## src/rtl/dco_defs.vh

```
// register offsets, field positions, codes and reset values
`ifndef DCO_DEFS_VH
`define DCO_DEFS_VH
`define DCO_ADDR_INSTR 8'h00
`define DCO_ADDR_FLAGS 8'h04
`define DCO_ADDR_FLAGCFG 8'h08
`define DCO_ADDR_MODCFG 8'h0C
`define DCO_ADDR_STATE 8'h10
`define DCO_ADDR_ACC0_HL 8'h14
`define DCO_ADDR_ACC0_EXT 8'h18
`define DCO_ADDR_ACC1_HL 8'h1C
`define DCO_ADDR_ACC1_EXT 8'h20
`define DCO_ADDR_SHADOW 8'h24
`define DCO_ADDR_PTR_BASE 8'h40
`define DCO_ADDR_PTR_LAST 8'h54
// instruction word fields
`define DCO_F_COND_LSB 0
`define DCO_F_OP_LSB 4
`define DCO_F_SEL_LSB 7
`define DCO_F_OPTION 10
`define DCO_F_MODK_LSB 11
`define DCO_F_DATA_LSB 16
// operation codes
`define DCO_OP_NOP 3'h0
`define DCO_OP_MOVH 3'h1
`define DCO_OP_RETI 3'h2
`define DCO_OP_MODR 3'h3
`define DCO_OP_FLAGS 3'h4
// post-modify kinds
`define DCO_MOD_NONE 2'h0
`define DCO_MOD_INC 2'h1
`define DCO_MOD_DEC 2'h2
`define DCO_MOD_STEP 2'h3
// flag positions inside the flag word
`define DCO_FL_Z 0
`define DCO_FL_M 1
`define DCO_FL_N 2
`define DCO_FL_V 3
`define DCO_FL_C 4
`define DCO_FL_E 5
`define DCO_FL_L 6
`define DCO_FL_R 7
// per-flag update mode, two bits per flag
`define DCO_FM_KEEP 2'h0
`define DCO_FM_AFFECT 2'h1
`define DCO_FM_CLR 2'h2
`define DCO_FM_SET 2'h3
// condition codes
`define DCO_C_TRUE 4'h0
`define DCO_C_ZERO 4'h1
`define DCO_C_NZERO 4'h2
`define DCO_C_POS 4'h3
`define DCO_C_NNEG 4'h4
`define DCO_C_NEG 4'h5
`define DCO_C_NPOS 4'h6
`define DCO_C_NNORM 4'h7
`define DCO_C_OVF 4'h8
`define DCO_C_CARRY 4'h9
`define DCO_C_EXT 4'hA
`define DCO_C_LIM 4'hB
`define DCO_C_RCLR 4'hC
`define DCO_C_PIN0_LO 4'hD
`define DCO_C_PIN0_HI 4'hE
`define DCO_C_PIN1_HI 4'hF
// reset values
`define DCO_RST_FLAGS 8'h00
`define DCO_RST_MODSIZE 9'h000
`define DCO_RESP_OKAY 2'h0
`define DCO_RESP_SLVERR 2'h2
`endif

```

## src/rtl/dco_cond_eval.v

```verilog
// condition code evaluator against status flags and user pins
`timescale 1ns/1ps
`include "dco_defs.vh"
module dco_cond_eval (
  input wire [3:0] cond,
  input wire [7:0] flags,
  input wire user_input_pin_zero,
  input wire user_input_pin_one,
  output reg cond_true
);
  wire z;
  wire m;
  assign z = flags[`DCO_FL_Z];
  assign m = flags[`DCO_FL_M];
  always @*
  begin
    case (cond)
      `DCO_C_TRUE: cond_true = 1'b1;
      `DCO_C_ZERO: cond_true = z;
      `DCO_C_NZERO: cond_true = ~z;
      `DCO_C_POS: cond_true = ~m & ~z;
      `DCO_C_NNEG: cond_true = ~m;
      `DCO_C_NEG: cond_true = m;
      `DCO_C_NPOS: cond_true = m | z;
      `DCO_C_NNORM: cond_true = ~flags[`DCO_FL_N];
      `DCO_C_RCLR: cond_true = ~flags[`DCO_FL_R];
      `DCO_C_OVF: cond_true = flags[`DCO_FL_V];
      `DCO_C_CARRY: cond_true = flags[`DCO_FL_C];
      `DCO_C_EXT: cond_true = flags[`DCO_FL_E];
      `DCO_C_LIM: cond_true = flags[`DCO_FL_L];
      `DCO_C_PIN0_LO: cond_true = ~user_input_pin_zero;
      `DCO_C_PIN0_HI: cond_true = user_input_pin_zero;
      // pin one has only a high test; there is no low code
      `DCO_C_PIN1_HI: cond_true = user_input_pin_one;
      default: cond_true = 1'b0;
    endcase
  end
endmodule

```

## src/rtl/dco_top.v

```verilog
// condition, option field and flag update logic behind an axi4-lite port
// Function
// - keep-extension move into accumulator high leaves extension bits
// - plain move into accumulator high sign-extends into extension bits
// - interrupt return with context option swaps the context
// - interrupt return without context option swaps nothing
// - modulo bypass on pointer modify ignores the pointer's modulo bit
// - pointer modify without bypass uses modulo only if bit permits
// - always true; zero, nonzero, positive, nonnegative tests on z, m
// - negative is m set; nonpositive is m or z set
// - not-normalised is n clear; round-clear is r clear
// - overflow code is v set; carry code is c set
// - extension code is e set; limit code is l set
// - pin zero gives one code for low, one for high
// - pin one has only a high code
// - affected z, m, n follow the result, others take flag config bits 23:16; unaffected flags hold
// - forced flag entries set or clear regardless of operands
// - pointer modulo only with its own enable bit, bypass excepted
`timescale 1ns/1ps
`include "dco_defs.vh"
module dco_top #(
  parameter EXT_W = 4,
  parameter NPTR = 6
) (
  input wire aclk,
  input wire aresetn,
  input wire [7:0] s_axi_awaddr,
  input wire s_axi_awvalid,
  output reg s_axi_awready,
  input wire [31:0] s_axi_wdata,
  input wire [3:0] s_axi_wstrb,
  input wire s_axi_wvalid,
  output reg s_axi_wready,
  output reg [1:0] s_axi_bresp,
  output reg s_axi_bvalid,
  input wire s_axi_bready,
  input wire [7:0] s_axi_araddr,
  input wire s_axi_arvalid,
  output reg s_axi_arready,
  output reg [31:0] s_axi_rdata,
  output reg [1:0] s_axi_rresp,
  output reg s_axi_rvalid,
  input wire s_axi_rready,
  input wire user_input_pin_zero,
  input wire user_input_pin_one
);
  // pins: three sync flops and one output flop each, a change counts once the last two sync flops agree
  reg [2:0] pin0_sync_q;
  reg [2:0] pin1_sync_q;
  reg pin0_q;
  reg pin1_q;
  always @(posedge aclk)
  begin
    if (!aresetn)
    begin
      pin0_sync_q <= 3'h0;
      pin1_sync_q <= 3'h0;
      pin0_q <= 1'b0;
      pin1_q <= 1'b0;
    end
    else
    begin
      pin0_sync_q <= {pin0_sync_q[1:0], user_input_pin_zero};
      pin1_sync_q <= {pin1_sync_q[1:0], user_input_pin_one};
      if (pin0_sync_q[1] == pin0_sync_q[2])
        pin0_q <= pin0_sync_q[2];
      if (pin1_sync_q[1] == pin1_sync_q[2])
        pin1_q <= pin1_sync_q[2];
    end
  end

  // architectural state
  reg [7:0] flags_q;
  reg [7:0] shadow_q;
  reg [23:0] flagcfg_q;
  reg [NPTR-1:0] pointer_modulo_enable_bit_q;
  reg [8:0] modsize_q;
  reg [6:0] step_q;
  reg [15:0] address_pointer_q [0:NPTR-1];
  reg [15:0] ptr_bank_q;
  reg [15:0] acc_hi_q [0:1];
  reg [15:0] acc_lo_q [0:1];
  reg [EXT_W-1:0] accum_extension_bits_q [0:1];
  reg [31:0] instr_q;
  reg exec_q;
  reg last_cond_q;
  reg [7:0] exec_cnt_q;
  reg [7:0] ctx_cnt_q;

  wire cond_true;
  dco_cond_eval u_cond (
    .cond(instr_q[`DCO_F_COND_LSB +: 4]),
    .flags(flags_q),
    .user_input_pin_zero(pin0_q),
    .user_input_pin_one(pin1_q),
    .cond_true(cond_true)
  );

  wire [2:0] op;
  wire [2:0] sel;
  wire option;
  wire [1:0] modk;
  wire [15:0] data;
  assign op = instr_q[`DCO_F_OP_LSB +: 3];
  assign sel = instr_q[`DCO_F_SEL_LSB +: 3];
  assign option = instr_q[`DCO_F_OPTION];
  assign modk = instr_q[`DCO_F_MODK_LSB +: 2];
  assign data = instr_q[`DCO_F_DATA_LSB +: 16];

  // post-modify; modulo wraps the low nine bits inside the modulo size
  function [15:0] post_mod;
    input [15:0] ptr;
    input [1:0] kind;
    input [6:0] step;
    input use_mod;
    input [8:0] msize;
    reg [15:0] delta;
    reg [15:0] plain;
    reg [9:0] low;
    begin
      case (kind)
        `DCO_MOD_INC: delta = 16'h0001;
        `DCO_MOD_DEC: delta = 16'hFFFF;
        `DCO_MOD_STEP: delta = {{9{step[6]}}, step};
        default: delta = 16'h0000;
      endcase
      plain = ptr + delta;
      low = {1'b0, ptr[8:0]} + {delta[9], delta[8:0]};
      if (!use_mod || msize == 9'h000)
        post_mod = plain;
      else if (low[9])
        post_mod = {ptr[15:9], low[8:0] + msize};
      else if (low[8:0] >= msize)
        post_mod = {ptr[15:9], low[8:0] - msize};
      else
        post_mod = {ptr[15:9], low[8:0]};
    end
  endfunction

  // next flag word from per-flag modes and the result
  function [7:0] upd_flags;
    input [7:0] old;
    input [23:0] cfg;
    input [15:0] res;
    reg [7:0] calc;
    integer i;
    begin
      calc = cfg[23:16];
      calc[`DCO_FL_Z] = (res == 16'h0000);
      calc[`DCO_FL_M] = res[15];
      calc[`DCO_FL_N] = (res == 16'h0000) | (res[15] ^ res[14]);
      for (i = 0; i < 8; i = i + 1)
      begin
        case (cfg[2*i +: 2])
          `DCO_FM_AFFECT: upd_flags[i] = calc[i];
          `DCO_FM_CLR: upd_flags[i] = 1'b0;
          `DCO_FM_SET: upd_flags[i] = 1'b1;
          default: upd_flags[i] = old[i];
        endcase
      end
    end
  endfunction

  // byte-lane merge for writes
  function [31:0] merge;
    input [31:0] old;
    input [31:0] nw;
    input [3:0] strb;
    integer b;
    begin
      for (b = 0; b < 4; b = b + 1)
        merge[8*b +: 8] = strb[b] ? nw[8*b +: 8] : old[8*b +: 8];
    end
  endfunction

  // axi write side: one write in flight
  reg aw_full_q;
  reg w_full_q;
  reg [7:0] awaddr_q;
  reg [31:0] wdata_q;
  reg [3:0] wstrb_q;
  wire do_wr;
  wire [7:0] ptr_off;
  wire wr_ptr;
  wire [2:0] wr_idx;
  assign do_wr = aw_full_q & w_full_q & ~s_axi_bvalid;
  assign ptr_off = awaddr_q - `DCO_ADDR_PTR_BASE;
  assign wr_ptr = awaddr_q >= `DCO_ADDR_PTR_BASE &&
    awaddr_q <= `DCO_ADDR_PTR_LAST && awaddr_q[1:0] == 2'h0;
  assign wr_idx = ptr_off[4:2];

  function mapped;
    input [7:0] a;
    begin
      mapped = (a[1:0] == 2'h0) && (a <= `DCO_ADDR_SHADOW ||
        (a >= `DCO_ADDR_PTR_BASE && a <= `DCO_ADDR_PTR_LAST));
    end
  endfunction

  always @(posedge aclk)
  begin
    if (!aresetn)
    begin
      s_axi_awready <= 1'b1;
      s_axi_wready <= 1'b1;
      s_axi_bvalid <= 1'b0;
      s_axi_bresp <= `DCO_RESP_OKAY;
      aw_full_q <= 1'b0;
      w_full_q <= 1'b0;
      awaddr_q <= 8'h00;
      wdata_q <= 32'h00000000;
      wstrb_q <= 4'h0;
    end
    else
    begin
      if (s_axi_awvalid && s_axi_awready)
      begin
        aw_full_q <= 1'b1;
        awaddr_q <= s_axi_awaddr;
        s_axi_awready <= 1'b0;
      end
      if (s_axi_wvalid && s_axi_wready)
      begin
        w_full_q <= 1'b1;
        wdata_q <= s_axi_wdata;
        wstrb_q <= s_axi_wstrb;
        s_axi_wready <= 1'b0;
      end
      if (do_wr)
      begin
        aw_full_q <= 1'b0;
        w_full_q <= 1'b0;
        s_axi_bvalid <= 1'b1;
        s_axi_bresp <= mapped(awaddr_q) ? `DCO_RESP_OKAY : `DCO_RESP_SLVERR;
      end
      if (s_axi_bvalid && s_axi_bready)
      begin
        s_axi_bvalid <= 1'b0;
        s_axi_awready <= 1'b1;
        s_axi_wready <= 1'b1;
      end
    end
  end

  // execution and register writes; the instruction runs the cycle after
  // its word lands, so a bus write and execution never touch one register
  // in the same cycle: the pending write answer holds do_wr low then
  integer k;
  wire ptr_mod_on;
  wire [15:0] ptr_next;
  assign ptr_mod_on = ~option & pointer_modulo_enable_bit_q[sel];
  assign ptr_next = post_mod(address_pointer_q[sel], modk, step_q,
    ptr_mod_on, modsize_q);
  wire [31:0] wd;
  assign wd = wdata_q;
  // merged words are cut to the register widths below
  wire [31:0] cfg_mrg;
  wire [31:0] acc0_mrg;
  wire [31:0] acc1_mrg;
  assign cfg_mrg = merge({8'h00, flagcfg_q}, wd, wstrb_q);
  assign acc0_mrg = merge({acc_hi_q[0], acc_lo_q[0]}, wd, wstrb_q);
  assign acc1_mrg = merge({acc_hi_q[1], acc_lo_q[1]}, wd, wstrb_q);
  always @(posedge aclk)
  begin
    if (!aresetn)
    begin
      flags_q <= `DCO_RST_FLAGS;
      shadow_q <= `DCO_RST_FLAGS;
      flagcfg_q <= 24'h000000;
      pointer_modulo_enable_bit_q <= {NPTR{1'b0}};
      modsize_q <= `DCO_RST_MODSIZE;
      step_q <= 7'h00;
      ptr_bank_q <= 16'h0000;
      instr_q <= 32'h00000000;
      exec_q <= 1'b0;
      last_cond_q <= 1'b0;
      exec_cnt_q <= 8'h00;
      ctx_cnt_q <= 8'h00;
      for (k = 0; k < NPTR; k = k + 1)
        address_pointer_q[k] <= 16'h0000;
      for (k = 0; k < 2; k = k + 1)
      begin
        acc_hi_q[k] <= 16'h0000;
        acc_lo_q[k] <= 16'h0000;
        accum_extension_bits_q[k] <= {EXT_W{1'b0}};
      end
    end
    else
    begin
      exec_q <= 1'b0;
      if (do_wr)
      begin
        case (awaddr_q)
          `DCO_ADDR_INSTR:
          begin
            instr_q <= merge(instr_q, wd, wstrb_q);
            exec_q <= 1'b1;
          end
          `DCO_ADDR_FLAGS: flags_q <= wstrb_q[0] ? wd[7:0] : flags_q;
          `DCO_ADDR_FLAGCFG: flagcfg_q <= cfg_mrg[23:0];
          `DCO_ADDR_MODCFG:
          begin
            if (wstrb_q[0])
              pointer_modulo_enable_bit_q <= wd[NPTR-1:0];
            if (wstrb_q[1] || wstrb_q[2])
              modsize_q <= wd[16:8];
            if (wstrb_q[3])
              step_q <= wd[30:24];
          end
          `DCO_ADDR_ACC0_HL:
          begin
            acc_hi_q[0] <= acc0_mrg[31:16];
            acc_lo_q[0] <= acc0_mrg[15:0];
          end
          `DCO_ADDR_ACC0_EXT:
            accum_extension_bits_q[0] <= wd[EXT_W-1:0];
          `DCO_ADDR_ACC1_HL:
          begin
            acc_hi_q[1] <= acc1_mrg[31:16];
            acc_lo_q[1] <= acc1_mrg[15:0];
          end
          `DCO_ADDR_ACC1_EXT:
            accum_extension_bits_q[1] <= wd[EXT_W-1:0];
          `DCO_ADDR_SHADOW: shadow_q <= wstrb_q[0] ? wd[7:0] : shadow_q;
          default:
            if (wr_ptr && wr_idx < NPTR)
              address_pointer_q[wr_idx] <= wd[15:0];
        endcase
      end
      if (exec_q)
      begin
        last_cond_q <= cond_true;
        // a false condition skips every architectural update except last_cond_q
        if (cond_true)
        begin
          exec_cnt_q <= exec_cnt_q + 8'h01;
          case (op)
            // keep-extension option leaves the extension bits alone
            `DCO_OP_MOVH:
            begin
              acc_hi_q[sel[0]] <= data;
              if (!option)
                accum_extension_bits_q[sel[0]] <= {EXT_W{data[15]}};
            end
            // no option: plain return, nothing swapped
            `DCO_OP_RETI:
              if (option)
              begin
                flags_q <= shadow_q;
                shadow_q <= flags_q;
                address_pointer_q[0] <= ptr_bank_q;
                ptr_bank_q <= address_pointer_q[0];
                ctx_cnt_q <= ctx_cnt_q + 8'h01;
              end
            `DCO_OP_MODR:
              if (sel < NPTR)
                address_pointer_q[sel] <= ptr_next;
            `DCO_OP_FLAGS:
              flags_q <= upd_flags(flags_q, flagcfg_q, data);
            default:
              exec_cnt_q <= exec_cnt_q + 8'h01;
          endcase
        end
      end
    end
  end

  // axi read side
  wire [7:0] rd_off;
  assign rd_off = s_axi_araddr - `DCO_ADDR_PTR_BASE;
  reg [31:0] rd_val;
  always @*
  begin
    rd_val = 32'h00000000;
    case (s_axi_araddr)
      `DCO_ADDR_INSTR: rd_val = instr_q;
      `DCO_ADDR_FLAGS: rd_val = {24'h000000, flags_q};
      `DCO_ADDR_FLAGCFG: rd_val = {8'h00, flagcfg_q};
      `DCO_ADDR_MODCFG: rd_val = {1'b0, step_q, 7'h00, modsize_q,
        {(8-NPTR){1'b0}}, pointer_modulo_enable_bit_q};
      `DCO_ADDR_STATE: rd_val = {ctx_cnt_q, exec_cnt_q, 5'h00, pin1_q,
        pin0_q, last_cond_q, 7'h00, exec_q};
      `DCO_ADDR_ACC0_HL: rd_val = {acc_hi_q[0], acc_lo_q[0]};
      `DCO_ADDR_ACC0_EXT: rd_val = {{(32-EXT_W){1'b0}},
        accum_extension_bits_q[0]};
      `DCO_ADDR_ACC1_HL: rd_val = {acc_hi_q[1], acc_lo_q[1]};
      `DCO_ADDR_ACC1_EXT: rd_val = {{(32-EXT_W){1'b0}},
        accum_extension_bits_q[1]};
      `DCO_ADDR_SHADOW: rd_val = {24'h000000, shadow_q};
      default:
        if (mapped(s_axi_araddr) && rd_off[4:2] < NPTR)
          rd_val = {16'h0000, address_pointer_q[rd_off[4:2]]};
    endcase
  end

  always @(posedge aclk)
  begin
    if (!aresetn)
    begin
      s_axi_arready <= 1'b1;
      s_axi_rvalid <= 1'b0;
      s_axi_rdata <= 32'h00000000;
      s_axi_rresp <= `DCO_RESP_OKAY;
    end
    else
    begin
      if (s_axi_arvalid && s_axi_arready)
      begin
        s_axi_arready <= 1'b0;
        s_axi_rvalid <= 1'b1;
        s_axi_rdata <= rd_val;
        s_axi_rresp <= mapped(s_axi_araddr) ? `DCO_RESP_OKAY :
          `DCO_RESP_SLVERR;
      end
      if (s_axi_rvalid && s_axi_rready)
      begin
        s_axi_rvalid <= 1'b0;
        s_axi_arready <= 1'b1;
      end
    end
  end
endmodule

```

## config.mk

```make
export PLATFORM = sky130hd
export DESIGN_NAME = dco_top
export DESIGN_NICKNAME = d
export VERILOG_FILES = /design/src/rtl/dco_cond_eval.v /design/src/rtl/dco_top.v
export VERILOG_INCLUDE_DIRS = /design/src /design/src/rtl
export SDC_FILE = /design/constraint.sdc
export NUM_CORES = 1
export LEC_CHECK = 0
export BUFFER_PORTS_ARGS = -buffer_cell sky130_fd_sc_hd__buf_2
export CAP_MARGIN = 20
export CORE_ASPECT_RATIO = 0.7
export CORE_MARGIN = 2
export CORE_UTILIZATION = 45
export DETAILED_ROUTE_END_ITERATION = 8
export PLACE_DENSITY_LB_ADDON = 0.25
export SLEW_MARGIN = 20
export SYNTH_ARGS = -nofsm -noshare
export SYNTH_HDL_FRONTEND = slang
export SYNTH_SLANG_ARGS = --single-unit
```

## constraint.sdc

```tcl
create_clock -name aclk -period 11.8 [get_ports aclk]
set_input_delay 0 -clock aclk [delete_from_list [all_inputs] [get_ports aclk]]
set_output_delay 0 -clock aclk [all_outputs]
set_load 0.02 [all_outputs]
```

# After elaboration in Yosys (flattened, before gate mapping)
# Memory sizes are Yosys's and may differ from the RTL's. A register that Yosys moved wholly into a read port is not among the register bits.
# Cells that the tools add are included.
totals:
  rom_bits: 0
  wordCells: 310
  ramBits: 168
  input_bits: 61
  reg_bits: 207
  latchBits: 0
  n_memories: 4
mem_list:
  columns: ["memory", "depth", "width", "rd", "rd_ports_with_merged_regs", "write_ports", "line", "source"]
  rows:
  - ["address_pointer_q", 6, 16, 3, 1, 6, "dco_top.v:79", "reg [15:0] address_pointer_q [0:NPTR-1];"]
  - ["acc_hi_q", 2, 16, 2, 0, 3, "dco_top.v:81", "reg [15:0] acc_hi_q [0:1];"]
  - ["acc_lo_q", 2, 16, 2, 0, 2, "dco_top.v:82", "reg [15:0] acc_lo_q [0:1];"]
  - ["accum_extension_bits_q", 2, 4, 2, 0, 3, "dco_top.v:83", "reg [EXT_W-1:0] accum_extension_bits_q [0:1];"]
op_classes:
  reduce_logical: 44
  div: 0
  muxes: 100
  bitwise_logic: 28
  order_cmp: 11
  n_addsub: 8
  multipliers: 0
  n_shift: 0
  n_eq_ne: 75
ops:
  columns: ["cell", "count"]
  rows:
  - ["$pmux W32 S10", 1]
  - ["$mux W8", 21]
  - ["$mux W16", 9]
  - ["$eq A8 B5 Y1 const B", 7]
  - ["$mux W1", 49]
  - ["$pmux W16 S3", 1]
  - ["$ne A6 B3 Y1 const B", 7]
  - ["$eq A2 B2 Y1 const B", 18]
  - ["$eq A4 B4 Y1 const B", 8]
  - ["$eq A8 B4 Y1 const B", 4]
  - ["$eq A8 B6 Y1 const B", 4]
  - ["$reduce_or A16 Y1", 2]
  - ["$reduce_and A3 Y1", 10]
  - ["$pmux W1 S3", 8]
  - ["$eq A2 B1 Y1 const B", 9]
  - ["$mux W9", 2]
  - ["$add A16 B16 Y16", 1]
  - ["$add A8 B1 Y8 const B", 2]
  - ["$eq A4 B3 Y1 const B", 4]
  - ["$eq A8 B3 Y1 const B", 2]
  - ["$ge A8 B7 Y1 const B", 2]
  - ["$le A8 B6 Y1 const B", 2]
  - ["$le A8 B7 Y1 const B", 2]
  - ["$logic_not A16 Y1", 1]
  - ["36 further kinds", 90]

# Longest topological paths before layout
# Gate-level depths: netlist (run 1).
depth:
  depth_word: 13
  mapped_depth: 22
  ltp_nobuf: 19

# Cells and area by module
# Synthesis (run 1) repeated with hierarchy kept, for this count alone.
unflattened:
  hier_cells: 2191
  hier_area_um2: 21419.3
by_module_without_submodules:
  columns: ["module", "n_inst", "cells_each", "area_each_um2"]
  rows:
  - ["dco_top", 1, 2165, 21232.9]
  - ["dco_cond_eval", 1, 26, 186.4]

# Worst setup path after synthesis (run 1)
# Ideal clock, no wire load.
synth_timing:
  path_kind: "reg-to-reg"
  startpoint: "reg instr_q[7]"
  endpoint: "mem address_pointer_q[5][5], data pin"
  path_stages_with_launch: 21
  required_ns: 11.540
  setup_slack_ns: 5.925
  arrival_time_ns: 5.615
  setup_time_ns: 0.260
  period_less_slack_ns: 5.875
  path_cell_list: "dfxtp_1 > buf_2 > buf_2 > buf_2 > buf_2 > mux4_2 > mux2_2 > ha_1 > and2_4 > a221oi_2 > nand2_1 > a21o_1 > a21o_1 > xor2_1 > ha_1 > o41ai_1 > a21oi_1 > o211a_1 > nor2_1 > mux2_2 > mux2_2"
synth_rtl:
  columns: ["item", "line", "source"]
  rows:
  - ["from (decl)", "dco_top.v:84", "reg [31:0] instr_q;"]
  - ["from (signal assigned)", "dco_top.v:296", "instr_q <= merge(instr_q, wd, wstrb_q);"]
  - ["to (decl)", "dco_top.v:79", null]

==> metrics.md, run 1 <==
| Metric | Value |
|---|---|
| Clock transition at path regs | `~70 ps` |
| Compound-Gate Fraction of Synth Area | `0.171` |
| Clock power share | `0.436` |
| Final setup TNS | `0 ps` |
| Yosys warning count | `0` |
| First-pass detailed-route iteration total | `7` |
| Final Max Slew Viols | `0` |
| # IOs | `a little over 100` |
| GR Overflow Total | `0` |
| RSZ-0062 raised after global routing | `false` |
| Sequential fraction of the synthesis area | `0.464` |
| Via density | `6.12` |
| Gate power share | `0.076` |
| Flop2flop setup slack | `5180 ps` |
| DR WL/cell | `25.2 um` |
| Hold Crit Class | `primary input to flip-flop` |
| Sw frac | `0.255` |
| Crit path largest cell delay | `750 ps` |
| Clock Latency Late Sink | `600 ps` |
| Setup CP Type | `flip-flop to flip-flop` |
| Power Dens Cells | `128 mW/mm^2` |
| Syn-to-layout area delta | `15.5%` |
| Outcome | `complete, no violations` |
| GRT Overall Usage | `0.297` |
| Die Y | `191 um` |
| Multi-input combinational cell area | `0.0112 sq mm` |
| VDD IR max | `about 0.000094 V` |
| Post-CTS setup buffers | `0` |
| Post-synth EDFFs | `200` |
| Routability cong. | `between 0.9 and 1` |
| # fillers | `4363` |
| H-tree level count | `2` |
| Worst R2R Path Depth | `18` |
| Post-Synth XOR/XNOR Area | `0.0125` |
| Simple-Gate Fraction of Synth Area | `0.157` |
| WP buf/inv | `1` |
| Hold path start | `s_axi_araddr[1]` |
| Netlist cell types | `92` |
| Critical path startpoint category | `flip-flop` |
| Final ANT Viol Nets | `0` |
| Synth Instances | `2249` |
| Leakage | `around 0.010 uW` |
| Number of inserted diodes | `0` |
| Peak Freq | `approximately 150 MHz` |
| Top delay family on crit path | `compound AO/OA/AOI/OAI gates` |
| Core area | `0.0493 sq mm` |
| Reg2reg start | `instr_q[7]` |
| Synth Flop Type | `dfxtp_1` |
| Largest net degree at the start of global routing | `106` |
| Root Buffer | `clkbuf_16` |
| Crit. End Element | `flip-flop` |
| Max cap viols | `0` |
| Sw power | `845 uW` |
| Layout cells sized above 1 | `0.138` |
| Vias in the first global route | `between 15000 and 20000` |
| Async SR Flop Fraction | `0` |
| Final cycle utilization of the critical path | `0.561` |
| Die area | `0.0518 sq mm` |
| Clk buf depth | `3` |
| Drt initial violations | `2570` |
| R2R Path End | `address_pointer_q[0][0]` |
| Final WL | `between 70000 and 80000 um` |
| Hold EP | `s_axi_rdata[0]` |
| Initial antenna violation count | `1` |
| Worst slew pin tran | `1160 ps` |
| Worst Clk Skew | `16.0 ps` |
| Quantity of gates resized following cts | `0` |
| Final instance area | `0.0259 sq mm` |
| Final Worst Setup Slack | `5180 ps` |
| Via Count | `18888` |
| Post-DP HPWL | `52900 um` |
| Adder-Cell Fraction of Synth Area | `0.0250` |
| Post-route minimum period | `6620 ps` |
| Nets | `between 2000 and 2500` |
| Relative slew slack | `0.220` |
| Crit Path Max Fanout | `39` |
| Largest family of logic cells by synthesized area | `compound AO/OA/AOI/OAI gates` |
| TritonCTS clock tree | `yes` |
| Mapped Area | `0.0225 sq mm` |
| Hold Fails Final Rpt | `0` |
| Post-synthesis mux area share | `0.124` |
| CP Cell Sequence | `buf_4 > mux4_2 > mux2_2 > ha_1 > fa_1 > a21o_1 > a21oi_1 > o211ai_1 > xor2_1 > ha_1 > nand2_1 > o41ai_1 > a21oi_1 > o211a_1 > nand2b_4 > mux2i_1 > a211oi_1 > a31o_2` |
| Avg Cell Area, Syn | `9.99 sq um` |
| CP Data Arrival Time | `6970 ps` |
| Drt drc | `0` |
| Crit-path slowest cell | `mux2i_1` |
| PortBufs | `approximately 100` |
| Hold path depth | `6` |
| Final setup fails | `0` |
| CP required | `approximately 12000 ps` |
| Seq cells post-synth | `421` |
| Register share of total power | `0.488` |
| FF/Latch Area | `between 0.01 and 0.015 sq mm` |
| Row cnt | `68` |
| CTS Buf Count | `43` |
| Initial Utilization | `0.456` |
| Internal | `approximately 2500 uW` |
| Clk sinks | `421` |
| Place WS | `5330 ps` |
| Cell Area, Placed | `0.0236 sq mm` |
| First-pass GRT wire length | `115000 um` |
| Die Wd | `roughly 270 um` |
[cells by family (layout without fill, tap and decap cells)]
| logic type | Yosys count | after routing |
|---|---|---|
| buffers and inverters | 255 | 394 |
| AND/OR/NAND/NOR | 727 | 727 |
| XOR/XNOR | 32 | 32 |
| flip-flops | 421 | 421 |
| adder cells (fa/ha/maj) | 43 | 43 |
| multiplexers | 209 | 209 |
| other | 1 | 34 |
| AO/OA/AOI/OAI | 561 | 561 |
[power by group through the flow]
stage                     sequential [uW]  combinational [uW]  clock (uW)
after global placement               1640                 220           0
final                                1620                 252        1440
after CTS                            1610                 246        1450
after global routing                 1620                 269        1500
after detailed placement             1650                 222           0
after floorplan                      1630                 139           0
[how the worst max path moves through the flow]
stage               start                 endpoint  slack (ps)  cells after the start
3_5_place_dp   instr_q[7]  address_pointer_q[0][0]        5330                     18
4_1_cts        instr_q[7]  address_pointer_q[0][0]        5300                     18
5_1_grt        instr_q[7]  address_pointer_q[0][1]        4830                     18
2_1_floorplan  instr_q[7]  address_pointer_q[5][5]        5930                     20
3_3_place_gp   instr_q[7]  address_pointer_q[0][1]        5370                     18
6_report       instr_q[7]  address_pointer_q[0][0]        5180                     18
[cell usage after synthesis (25+ instances only)]
cell,instances,share of area
nand2_1,282,0.047
dfxtp_1,221,0.20
edfxtp_1,200,0.27
o21ai_0,140,0.031
mux2i_1,137,0.061
clkbuf_1,125,0.021
nor2_1,108,0.018
nand3_1,92,0.020
nor2b_1,90,0.025
inv_1,80,0.013
a21oi_1,76,0.017
a21boi_0,71,0.024
mux4_2,54,0.054
and2_1,41,0.011
ha_1,40,0.022
a22oi_1,37,0.012
o22ai_1,27,0.0075
buf_2,25,0.0056
nor3_1,25,0.0056
o211a_1,25,0.011
[per-layer routing]
metal,GRT usage,part of all wire,vias to the layer above
met1,0.444,0.43,9148
met5,0,0,-
met2,0.423,0.41,1145
met3,0.0800,0.14,138
li1,-,-,8457
met4,0.0750,0.023,0
[worst reg2reg max path: stages (launching register included)]
cell	delay (ps)
dfxtp_2	460
buf_4	640
mux4_2	600
mux2_2	340
ha_1	250
fa_1	410
a21o_1	180
a21oi_1	270
o211ai_1	200
xor2_1	430
ha_1	410
nand2_1	120
o41ai_1	90
a21oi_1	380
o211a_1	250
nand2b_4	170
mux2i_1	750
a211oi_1	200
a31o_2	260
[stage by stage]
step                cells   util  total power [uW]  hold WS (ps)
floorplan            2282      -              1770           100
global placement     2914  0.478              1860           212
detailed placement   2915  0.478              1870           229
CTS                  3085  0.526              3310          6.21
global route         3086  0.526              3390          92.0
finish               3086  0.526              3310          36.4
[registers in the layout, indices dropped and copies added (netlist names), 4 cells and up]
signal and cells:
acc_hi_q 32, acc_lo_q 32, accum_extension_bits_q 8, address_pointer_q 128
awaddr_q 8, ctx_cnt_q 8, exec_cnt_q 8, flagcfg_q 24
flags_q 8, instr_q 32, modsize_q 9, pointer_modulo_enable_bit_q 6
ptr_bank_q 16, s_axi_rdata 32, shadow_q 8, step_q 7
wd 32, wstrb_q 4
[placed cells by master, fill, tap and decap left out, types with 18 or more instances in the layout]
| cell type | count |
|---|---|
| nand2_1 | 281 |
| buf_4 | 41 |
| conb_1 | 34 |
| inv_1 | 80 |
| mux2i_1 | 137 |
| a21boi_0 | 71 |
| mux2_2 | 18 |
| a221oi_1 | 20 |
| xnor2_1 | 22 |
| and2_1 | 39 |
| edfxtp_1 | 200 |
| a21oi_1 | 76 |
| clkbuf_16 | 44 |
| nand3_1 | 91 |
| o22ai_1 | 27 |
| buf_2 | 97 |
| a22oi_1 | 37 |
| o211ai_1 | 22 |
| mux4_2 | 54 |
| o211a_1 | 25 |
| dlygate4sd3_1 | 90 |
| dfxtp_1 | 219 |
| ha_1 | 40 |
| nor2b_1 | 90 |
| o21ai_0 | 139 |
| nor3_1 | 22 |
| o21ai_1 | 23 |
| nor2_1 | 105 |
[layout make-up]
class,count,area share
Multi-Input combinational cell,1606,0.431
Sequential cell,421,0.402
Timing Repair Buffer,230,0.0660
Clock buffer,53,0.0445
Tap cell,665,0.0321
Inverter,84,0.0122
Clock inverter,27,0.0115
[timing repair]
item | 4_1_cts | 5_1_grt
endpoints found under the setup margin | 0 | 0
hold buffers | 90 | 0
endpoints found under the hold margin | 114 | 0
No activity file was read; power rests on OpenSTA's default activity.
==> inputs of run 2 (changes only) <==
- clock period: 11.8 -> 6.6 ns (I/O delays scaled with it)
==> run 2 against run 1 <==
Net effect:
- sequential cell count is the same
- critical path type unchanged
- critical path depth shrank 1
- largest cell class unchanged
- sequential share of layout area grew 0.084 points
- routed wire length shrank 0.19%
- register-to-register slack lost 4700 ps
- die area is the same
==> metrics.md, run 2 (synthesis gave the netlist of run 1 again) <==
| Metric | Value |
|---|---|
| Cell Area, Placed | `0.0237 sq mm (+0.41%)` |
| Final setup fails | `0 (unchanged)` |
| Final ANT Viol Nets | `0 (unchanged)` |
| Core area | `0.0493 sq mm (unchanged)` |
| Crit-path slowest cell | `dfxtp_2` |
| Relative slew slack | `0.161 (-0.0588)` |
| Critical path startpoint category | `flip-flop` |
| VDD IR max | `0.000159 V (+68%)` |
| Vias in the first global route | `18021 (+0.15%)` |
| Peak Freq | `164 MHz (+8.2%)` |
| Hold path depth | `4 (-2)` |
| Worst Clk Skew | `27.6 ps (+11.6 ps)` |
| First-pass GRT wire length | `115000 um (-0.16%)` |
| Worst R2R Path Depth | `17 (-1)` |
| CTS Buf Count | `42 (-2.3%)` |
| Crit Path Max Fanout | `16 (-59%)` |
| Routability cong. | `0.926 (+0.26%)` |
| Hold EP | `s_axi_rresp[1]` |
| Flop2flop setup slack | `490 ps (-4700 ps)` |
| Internal | `4450 uW (+80%)` |
| TritonCTS clock tree | `yes` |
| Most common cell after layout, fill and taps aside | `nand2_1` |
| Outcome | `complete, no violations` |
| PortBufs | `99 (unchanged)` |
| Final instance area | `0.0259 sq mm (-0.21%)` |
| Row cnt | `68 (unchanged)` |
| Clk sinks | `421 (unchanged)` |
| Hold Fails Final Rpt | `0 (unchanged)` |
| Number of inserted diodes | `0 (unchanged)` |
| Sw power | `1430 uW (+69%)` |
| # IOs | `102 (unchanged)` |
| DR WL/cell | `25.2 um (about the same)` |
| Final cycle utilization of the critical path | `0.926 (+0.365)` |
| Final Max Slew Viols | `0 (unchanged)` |
| GRT Overall Usage | `0.297 (-0.000522)` |
| Worst slew pin tran | `1240 ps (+87.3 ps)` |
| Clock Latency Late Sink | `570 ps (-30 ps)` |
| Max cap viols | `0 (unchanged)` |
| Drt drc | `0 (unchanged)` |
| Power Dens Cells | `227 mW/mm^2 (+78%)` |
| Placed Cells incl. Taps | `2928 (+0.45%)` |
| Via Count | `19031 (+0.76%)` |
| WHS | `66.6 ps (+30.2 ps)` |
| Die Y | `191 um (unchanged)` |
| Crit path largest cell delay | `680 ps (-70 ps)` |
| Nets | `2490 (unchanged)` |
| Reg2reg start | `instr_q[7]` |
| Top reg by flops | `address_pointer_q` |
| Setup CP Type | `flip-flop to flip-flop` |
| Root Buffer | `clkbuf_16` |
| Final setup TNS | `0 ps (unchanged)` |
| Layout cells sized above 1 | `0.140 (+0.00265)` |
| CP Cell Sequence | `mux4_2 > mux2_2 > ha_1 > fa_1 > a21o_1 > a21oi_1 > o211ai_1 > xor2_1 > ha_1 > nand2_1 > o41ai_1 > a21oi_1 > o211a_1 > nand2b_4 > a22oi_1 > a211oi_1 > a31o_2` |
| Clock transition at path regs | `70 ps (about the same)` |
| Post-DP HPWL | `53300 um (+0.70%)` |
| Max reg flops | `128 (unchanged)` |
| GR Overflow Total | `0 (unchanged)` |
| Fin cells | `3083 (-0.097%)` |
| # fillers | `4326 (-0.85%)` |
| Leakage | `0.0101 uW (-0.17%)` |
| R2R Path End | `address_pointer_q[0][4]` |
| Commonest cells after routing, fill and taps aside | `nand2_1 (281), dfxtp_1 (219), edfxtp_1 (200), o21ai_0 (139), mux2i_1 (137)` |
| Register share of total power | `0.492 (+0.004)` |
| Clock power share | `0.432 (-0.004)` |
| H-tree level count | `2 (unchanged)` |
| Die area | `0.0518 sq mm (unchanged)` |
| Syn-to-layout area delta | `15.2%` |
| CP Data Arrival Time | `6420 ps (-550 ps)` |
| Quantity of gates resized following cts | `0 (unchanged)` |
| CP required | `6910 ps (-5250 ps)` |
| Hold Buf Count CTS | `77 (-14%)` |
| Hold path start | `s_axi_araddr[0]` |
| Initial antenna violation count | `1 (unchanged)` |
| Gate power share | `0.077 (about the same)` |
| Hold Crit Class | `primary input to flip-flop` |
| Final WL | `77700 um (-0.19%)` |
| Die Wd | `271 um (unchanged)` |
| First-pass detailed-route iteration total | `6 (-1)` |
| Crit. End Element | `flip-flop` |
| Sw frac | `0.243 (-0.0124)` |
| Post-CTS setup buffers | `0 (unchanged)` |
| Drt initial violations | `2684 (+4.4%)` |
| Clk buf depth | `3 (unchanged)` |
| Largest net degree at the start of global routing | `90 (-15%)` |
| Post-route minimum period | `6110 ps (-504 ps)` |
| Via density | `6.17 (+0.86%)` |
| RSZ-0062 raised after global routing | `false` |
| Initial Utilization | `0.456 (unchanged)` |
[run 2: cell count changes in the layout (fill, tap and decap cells not counted), moves of 4 or more]
cell / change
dlygate4sd3_1: -13
buf_4: +14
clkbuf_1: +4
clkbuf_8: +6
clkinv_2: -4
clkinvlp_4: -4
[run 2: cell type report]
| class | count | area (sq um) | share of cell area |
|---|---|---|---|
| clock buffer | 63 | 1250 | 0.0484 |
| clock inverter | 13 | 171 | 0.00662 |
| inverter | 84 | 315 | 0.0122 |
| multi-input combinational | 1606 | 11200 | 0.432 |
| sequential | 421 | 10400 | 0.403 |
| tap | 665 | 832 | 0.0321 |
| timing repair buffer | 231 | 1690 | 0.0654 |
[run 2: worst max-delay path by stage]
stage | end | startpoint | cells after the start | slack, ps
floorplan | address_pointer_q[5][5] | instr_q[7] | 20 | 730
finish | address_pointer_q[0][4] | instr_q[7] | 17 | 490
global route | address_pointer_q[0][3] | instr_q[7] | 17 | 130
CTS | address_pointer_q[0][4] | instr_q[7] | 17 | 580
detailed placement | address_pointer_q[0][4] | instr_q[7] | 17 | 640
global placement | address_pointer_q[0][2] | instr_q[7] | 17 | 790
[run 2: routing by layer]
| metal | track usage | vias up | share of wire |
|---|---|---|---|
| li1 | - | 8473 | - |
| met1 | 0.442 | 9214 | 0.44 |
| met2 | 0.414 | 1200 | 0.40 |
| met3 | 0.0893 | 142 | 0.14 |
| met4 | 0.0782 | 2 | 0.026 |
| met5 | 0.00470 | - | 0.00014 |
[run 2: power by group through the flow]
stage               Clock [uW]  Sequential [uW]  Combinational, uW
floorplan                    0             2910                248
global placement             0             2940                395
detailed placement           0             2940                400
CTS                       2540             2880                437
global route              2640             2890                478
finish                    2540             2890                450
[run 2: worst max-delay path, delay by kind of cell, from the launching register on]
| family | cells | cell delay, ps |
|---|---|---|
| muxes | 2 | 920 |
| DFF | 1 | 680 |
| adders and majority gates | 3 | 1010 |
| xor gates and xnor gates | 1 | 420 |
| and+or+nand+nor | 2 | 290 |
| AOI/OAI and AO/OA | 9 | 2540 |
[run 2: metrics by stage]
stage	total power [uW]	util	worst slack, ps
6_report	5870	0.525	488
2_1_floorplan	3160	-	725
4_1_cts	5860	0.525	584
5_1_grt	6010	0.525	133
3_5_place_dp	3340	0.480	639
3_3_place_gp	3330	0.480	786
==> inputs of run 3 (changes only) <==
- CORE_ASPECT_RATIO: 0.7 -> 0.9
==> run 3 against run 2 <==
Net effect:
- maximum frequency up 0.74%
- register-to-register slack improved by 40 ps
- global-route usage is 1.5 points lower
- count of clock-buffer cells in the layout shrank 4
- sequential power about the same
- first-iteration DRC count is 13% lower
- die area about the same
- highest routed layer is now met4
==> metrics.md, run 3 (synthesis gave the netlist of run 1 again) <==
| Metric | Value |
|---|---|
| Post-route minimum period | `6070 ps (-44.6 ps)` |
| Initial Utilization | `0.456 (about the same)` |
| TritonCTS clock tree | `yes` |
| Worst R2R Path Depth | `17 (unchanged)` |
| VDD IR max | `0.000165 V (+4.0%)` |
| Layout cells sized above 1 | `0.138 (-0.00265)` |
| Most common cell after layout, fill and taps aside | `nand2_1` |
| Max reg flops | `128 (unchanged)` |
| Clk sinks | `421 (unchanged)` |
| Syn-to-layout area delta | `15.4%` |
| Reg2reg start | `instr_q[7]` |
| Peak Freq | `165 MHz (+0.74%)` |
| GRT Overall Usage | `0.281 (-0.0154)` |
| Final ANT Viol Nets | `0 (unchanged)` |
| R2R Path End | `address_pointer_q[0][0]` |
| Setup CP Type | `flip-flop to flip-flop` |
| Post-CTS setup buffers | `0 (unchanged)` |
| Commonest cells after routing, fill and taps aside | `nand2_1 (281), dfxtp_1 (219), edfxtp_1 (200), o21ai_0 (140), mux2i_1 (137)` |
| Worst Setup SP | `instr_q[7]` |
| Relative slew slack | `0.250 (+0.0886)` |
| Power Dens Cells | `228 mW/mm^2 (+0.56%)` |
| CP Data Arrival Time | `6440 ps (+20 ps)` |
| Outcome | `complete, no violations` |
| Hold Fails Final Rpt | `0 (unchanged)` |
| Crit. End Element | `flip-flop` |
| Hold path start | `s_axi_araddr[5]` |
| # IOs | `102 (unchanged)` |
| Initial antenna violation count | `0 (-1)` |
| Crit Path Max Fanout | `23 (+7)` |
| Drt initial violations | `2338 (-13%)` |
| RSZ-0062 raised after global routing | `false` |
| Clk buf depth | `3 (unchanged)` |
| Final setup fails | `0 (unchanged)` |
| First-pass detailed-route iteration total | `6 (unchanged)` |
| Worst slew pin tran | `1120 ps (-124 ps)` |
| Critical path startpoint category | `flip-flop` |
| Clock transition at path regs | `70 ps (about the same)` |
| Cell Area, Placed | `0.0236 sq mm (-0.22%)` |
| CP required | `6970 ps (+60 ps)` |
| Number of inserted diodes | `0 (unchanged)` |
| Hold EP | `s_axi_rdata[0]` |
| Root Buffer | `clkbuf_16` |
| First-pass GRT wire length | `111000 um (-3.6%)` |
| Via Count | `18787 (-1.3%)` |
| Final Max Slew Viols | `0 (unchanged)` |
| Vias in the first global route | `18175 (+0.85%)` |
| H-tree level count | `2 (unchanged)` |
| Max cap viols | `0 (unchanged)` |
| Flop2flop setup slack | `530 ps (+40 ps)` |
| DR WL/cell | `23.6 um (-6.2%)` |
| Final setup TNS | `0 ps (unchanged)` |
| Top reg by flops | `address_pointer_q` |
| Hold path depth | `6 (+2)` |
| Final cycle utilization of the critical path | `0.919 (-0.00676)` |
| Worst Clk Skew | `40.4 ps (+12.9 ps)` |
| Final instance area | `0.0259 sq mm (+0.20%)` |
| Drt drc | `0 (unchanged)` |
| Core area | `0.0492 sq mm (about the same)` |
| Die Wd | `240 um (-12%)` |
| Post-DP HPWL | `49400 um (-7.3%)` |
| Clock Latency Late Sink | `610 ps (+40 ps)` |
| Final WL | `73100 um (-6.0%)` |
| Routability cong. | `0.947 (+2.2%)` |
| Via density | `6.08 (-1.6%)` |
| Die area | `0.0517 sq mm (about the same)` |
| GR Overflow Total | `0 (unchanged)` |
| CTS Buf Count | `45 (+7.1%)` |
| Leakage | `0.0101 uW (+0.11%)` |
| Row cnt | `77 (+13%)` |
| Nets | `2489 (-0.040%)` |
| Largest net degree at the start of global routing | `110 (+22%)` |
| Hold Crit Class | `primary input to flip-flop` |
| Die Y | `216 um (+13%)` |
| PortBufs | `99 (unchanged)` |
[run 3: cell count changes in the layout (fill, tap and decap cells not counted), moves of 2 or more]
cell | before | now
buf_4 | 55 | 46
clkbuf_16 | 44 | 46
clkbuf_8 | 8 | 1
clkinv_1 | 4 | 6
clkinv_2 | 6 | 10
clkinvlp_4 | 0 | 2
dlygate4sd3_1 | 77 | 82
[run 3: report_power, final]
group,leakage [uW],internal [uW],switching (uW)
Sequential,0.00386,2800,81.5
Clock,0.000728,1500,1100
Combinational,0.00548,172,260
Total,0.0101,4480,1440
[run 3: final cells by class]
type / count / area, sq um
clock buffer: 59 / 1210
clock inverter: 24 / 280
fill: 4305 / 23300
inverter: 84 / 315
multi-input combinational: 1606 / 11200
sequential: 421 / 10400
tap: 671 / 840
timing repair buffer: 227 / 1670
[run 3: per-stage QoR]
step                utilization  setup slack, ps  total power (uW)  hold slack, ps  cells
global route              0.527              214              6090             173   3092
floorplan                     -              725              3160             100   2282
detailed placement        0.480              607              3330             213   2926
CTS                       0.527              605              5930             102   3091
finish                    0.527              533              5920             152   3092
global placement          0.480              750              3320             207   2926
[run 3: how the worst max path moves through the flow]
stage	to	slack [ps]	cells after the start
after global routing	address_pointer_q[5][2]	210	16
after CTS	address_pointer_q[0][0]	600	17
final	address_pointer_q[0][0]	530	17
after global placement	address_pointer_q[0][0]	750	17
after floorplan	address_pointer_q[5][5]	730	20
after detailed placement	address_pointer_q[0][0]	610	17
[run 3: what timing repair did]
item	4_1_cts	5_1_grt
endpoints found under the hold margin	102	0
resized for setup	0	0
hold buffers	82	0
[run 3: routing by layer]
layer / vias to the layer above / wire length, um / GRT usage
met4: 0 / 2350 / 0.0958
met3: 169 / 8130 / 0.0692
li1: 8475 / - / -
met2: 1002 / 32000 / 0.426
met5: - / 0 / 0
met1: 9141 / 30600 / 0.393
[run 3: worst max-delay path, cell delays in order, from the launching register on]
cell      delay [ps]
dfxtp_2          770
buf_4            410
mux4_2           550
mux2_2           320
ha_1             360
a21o_1           190
a21oi_1          290
xnor2_1          210
ha_1             440
nand2b_1          80
o2111a_1         170
o311ai_1         340
a211o_1          260
o211a_1          200
nand2b_4         170
mux2i_1          650
a211oi_1         170
a31o_2           240
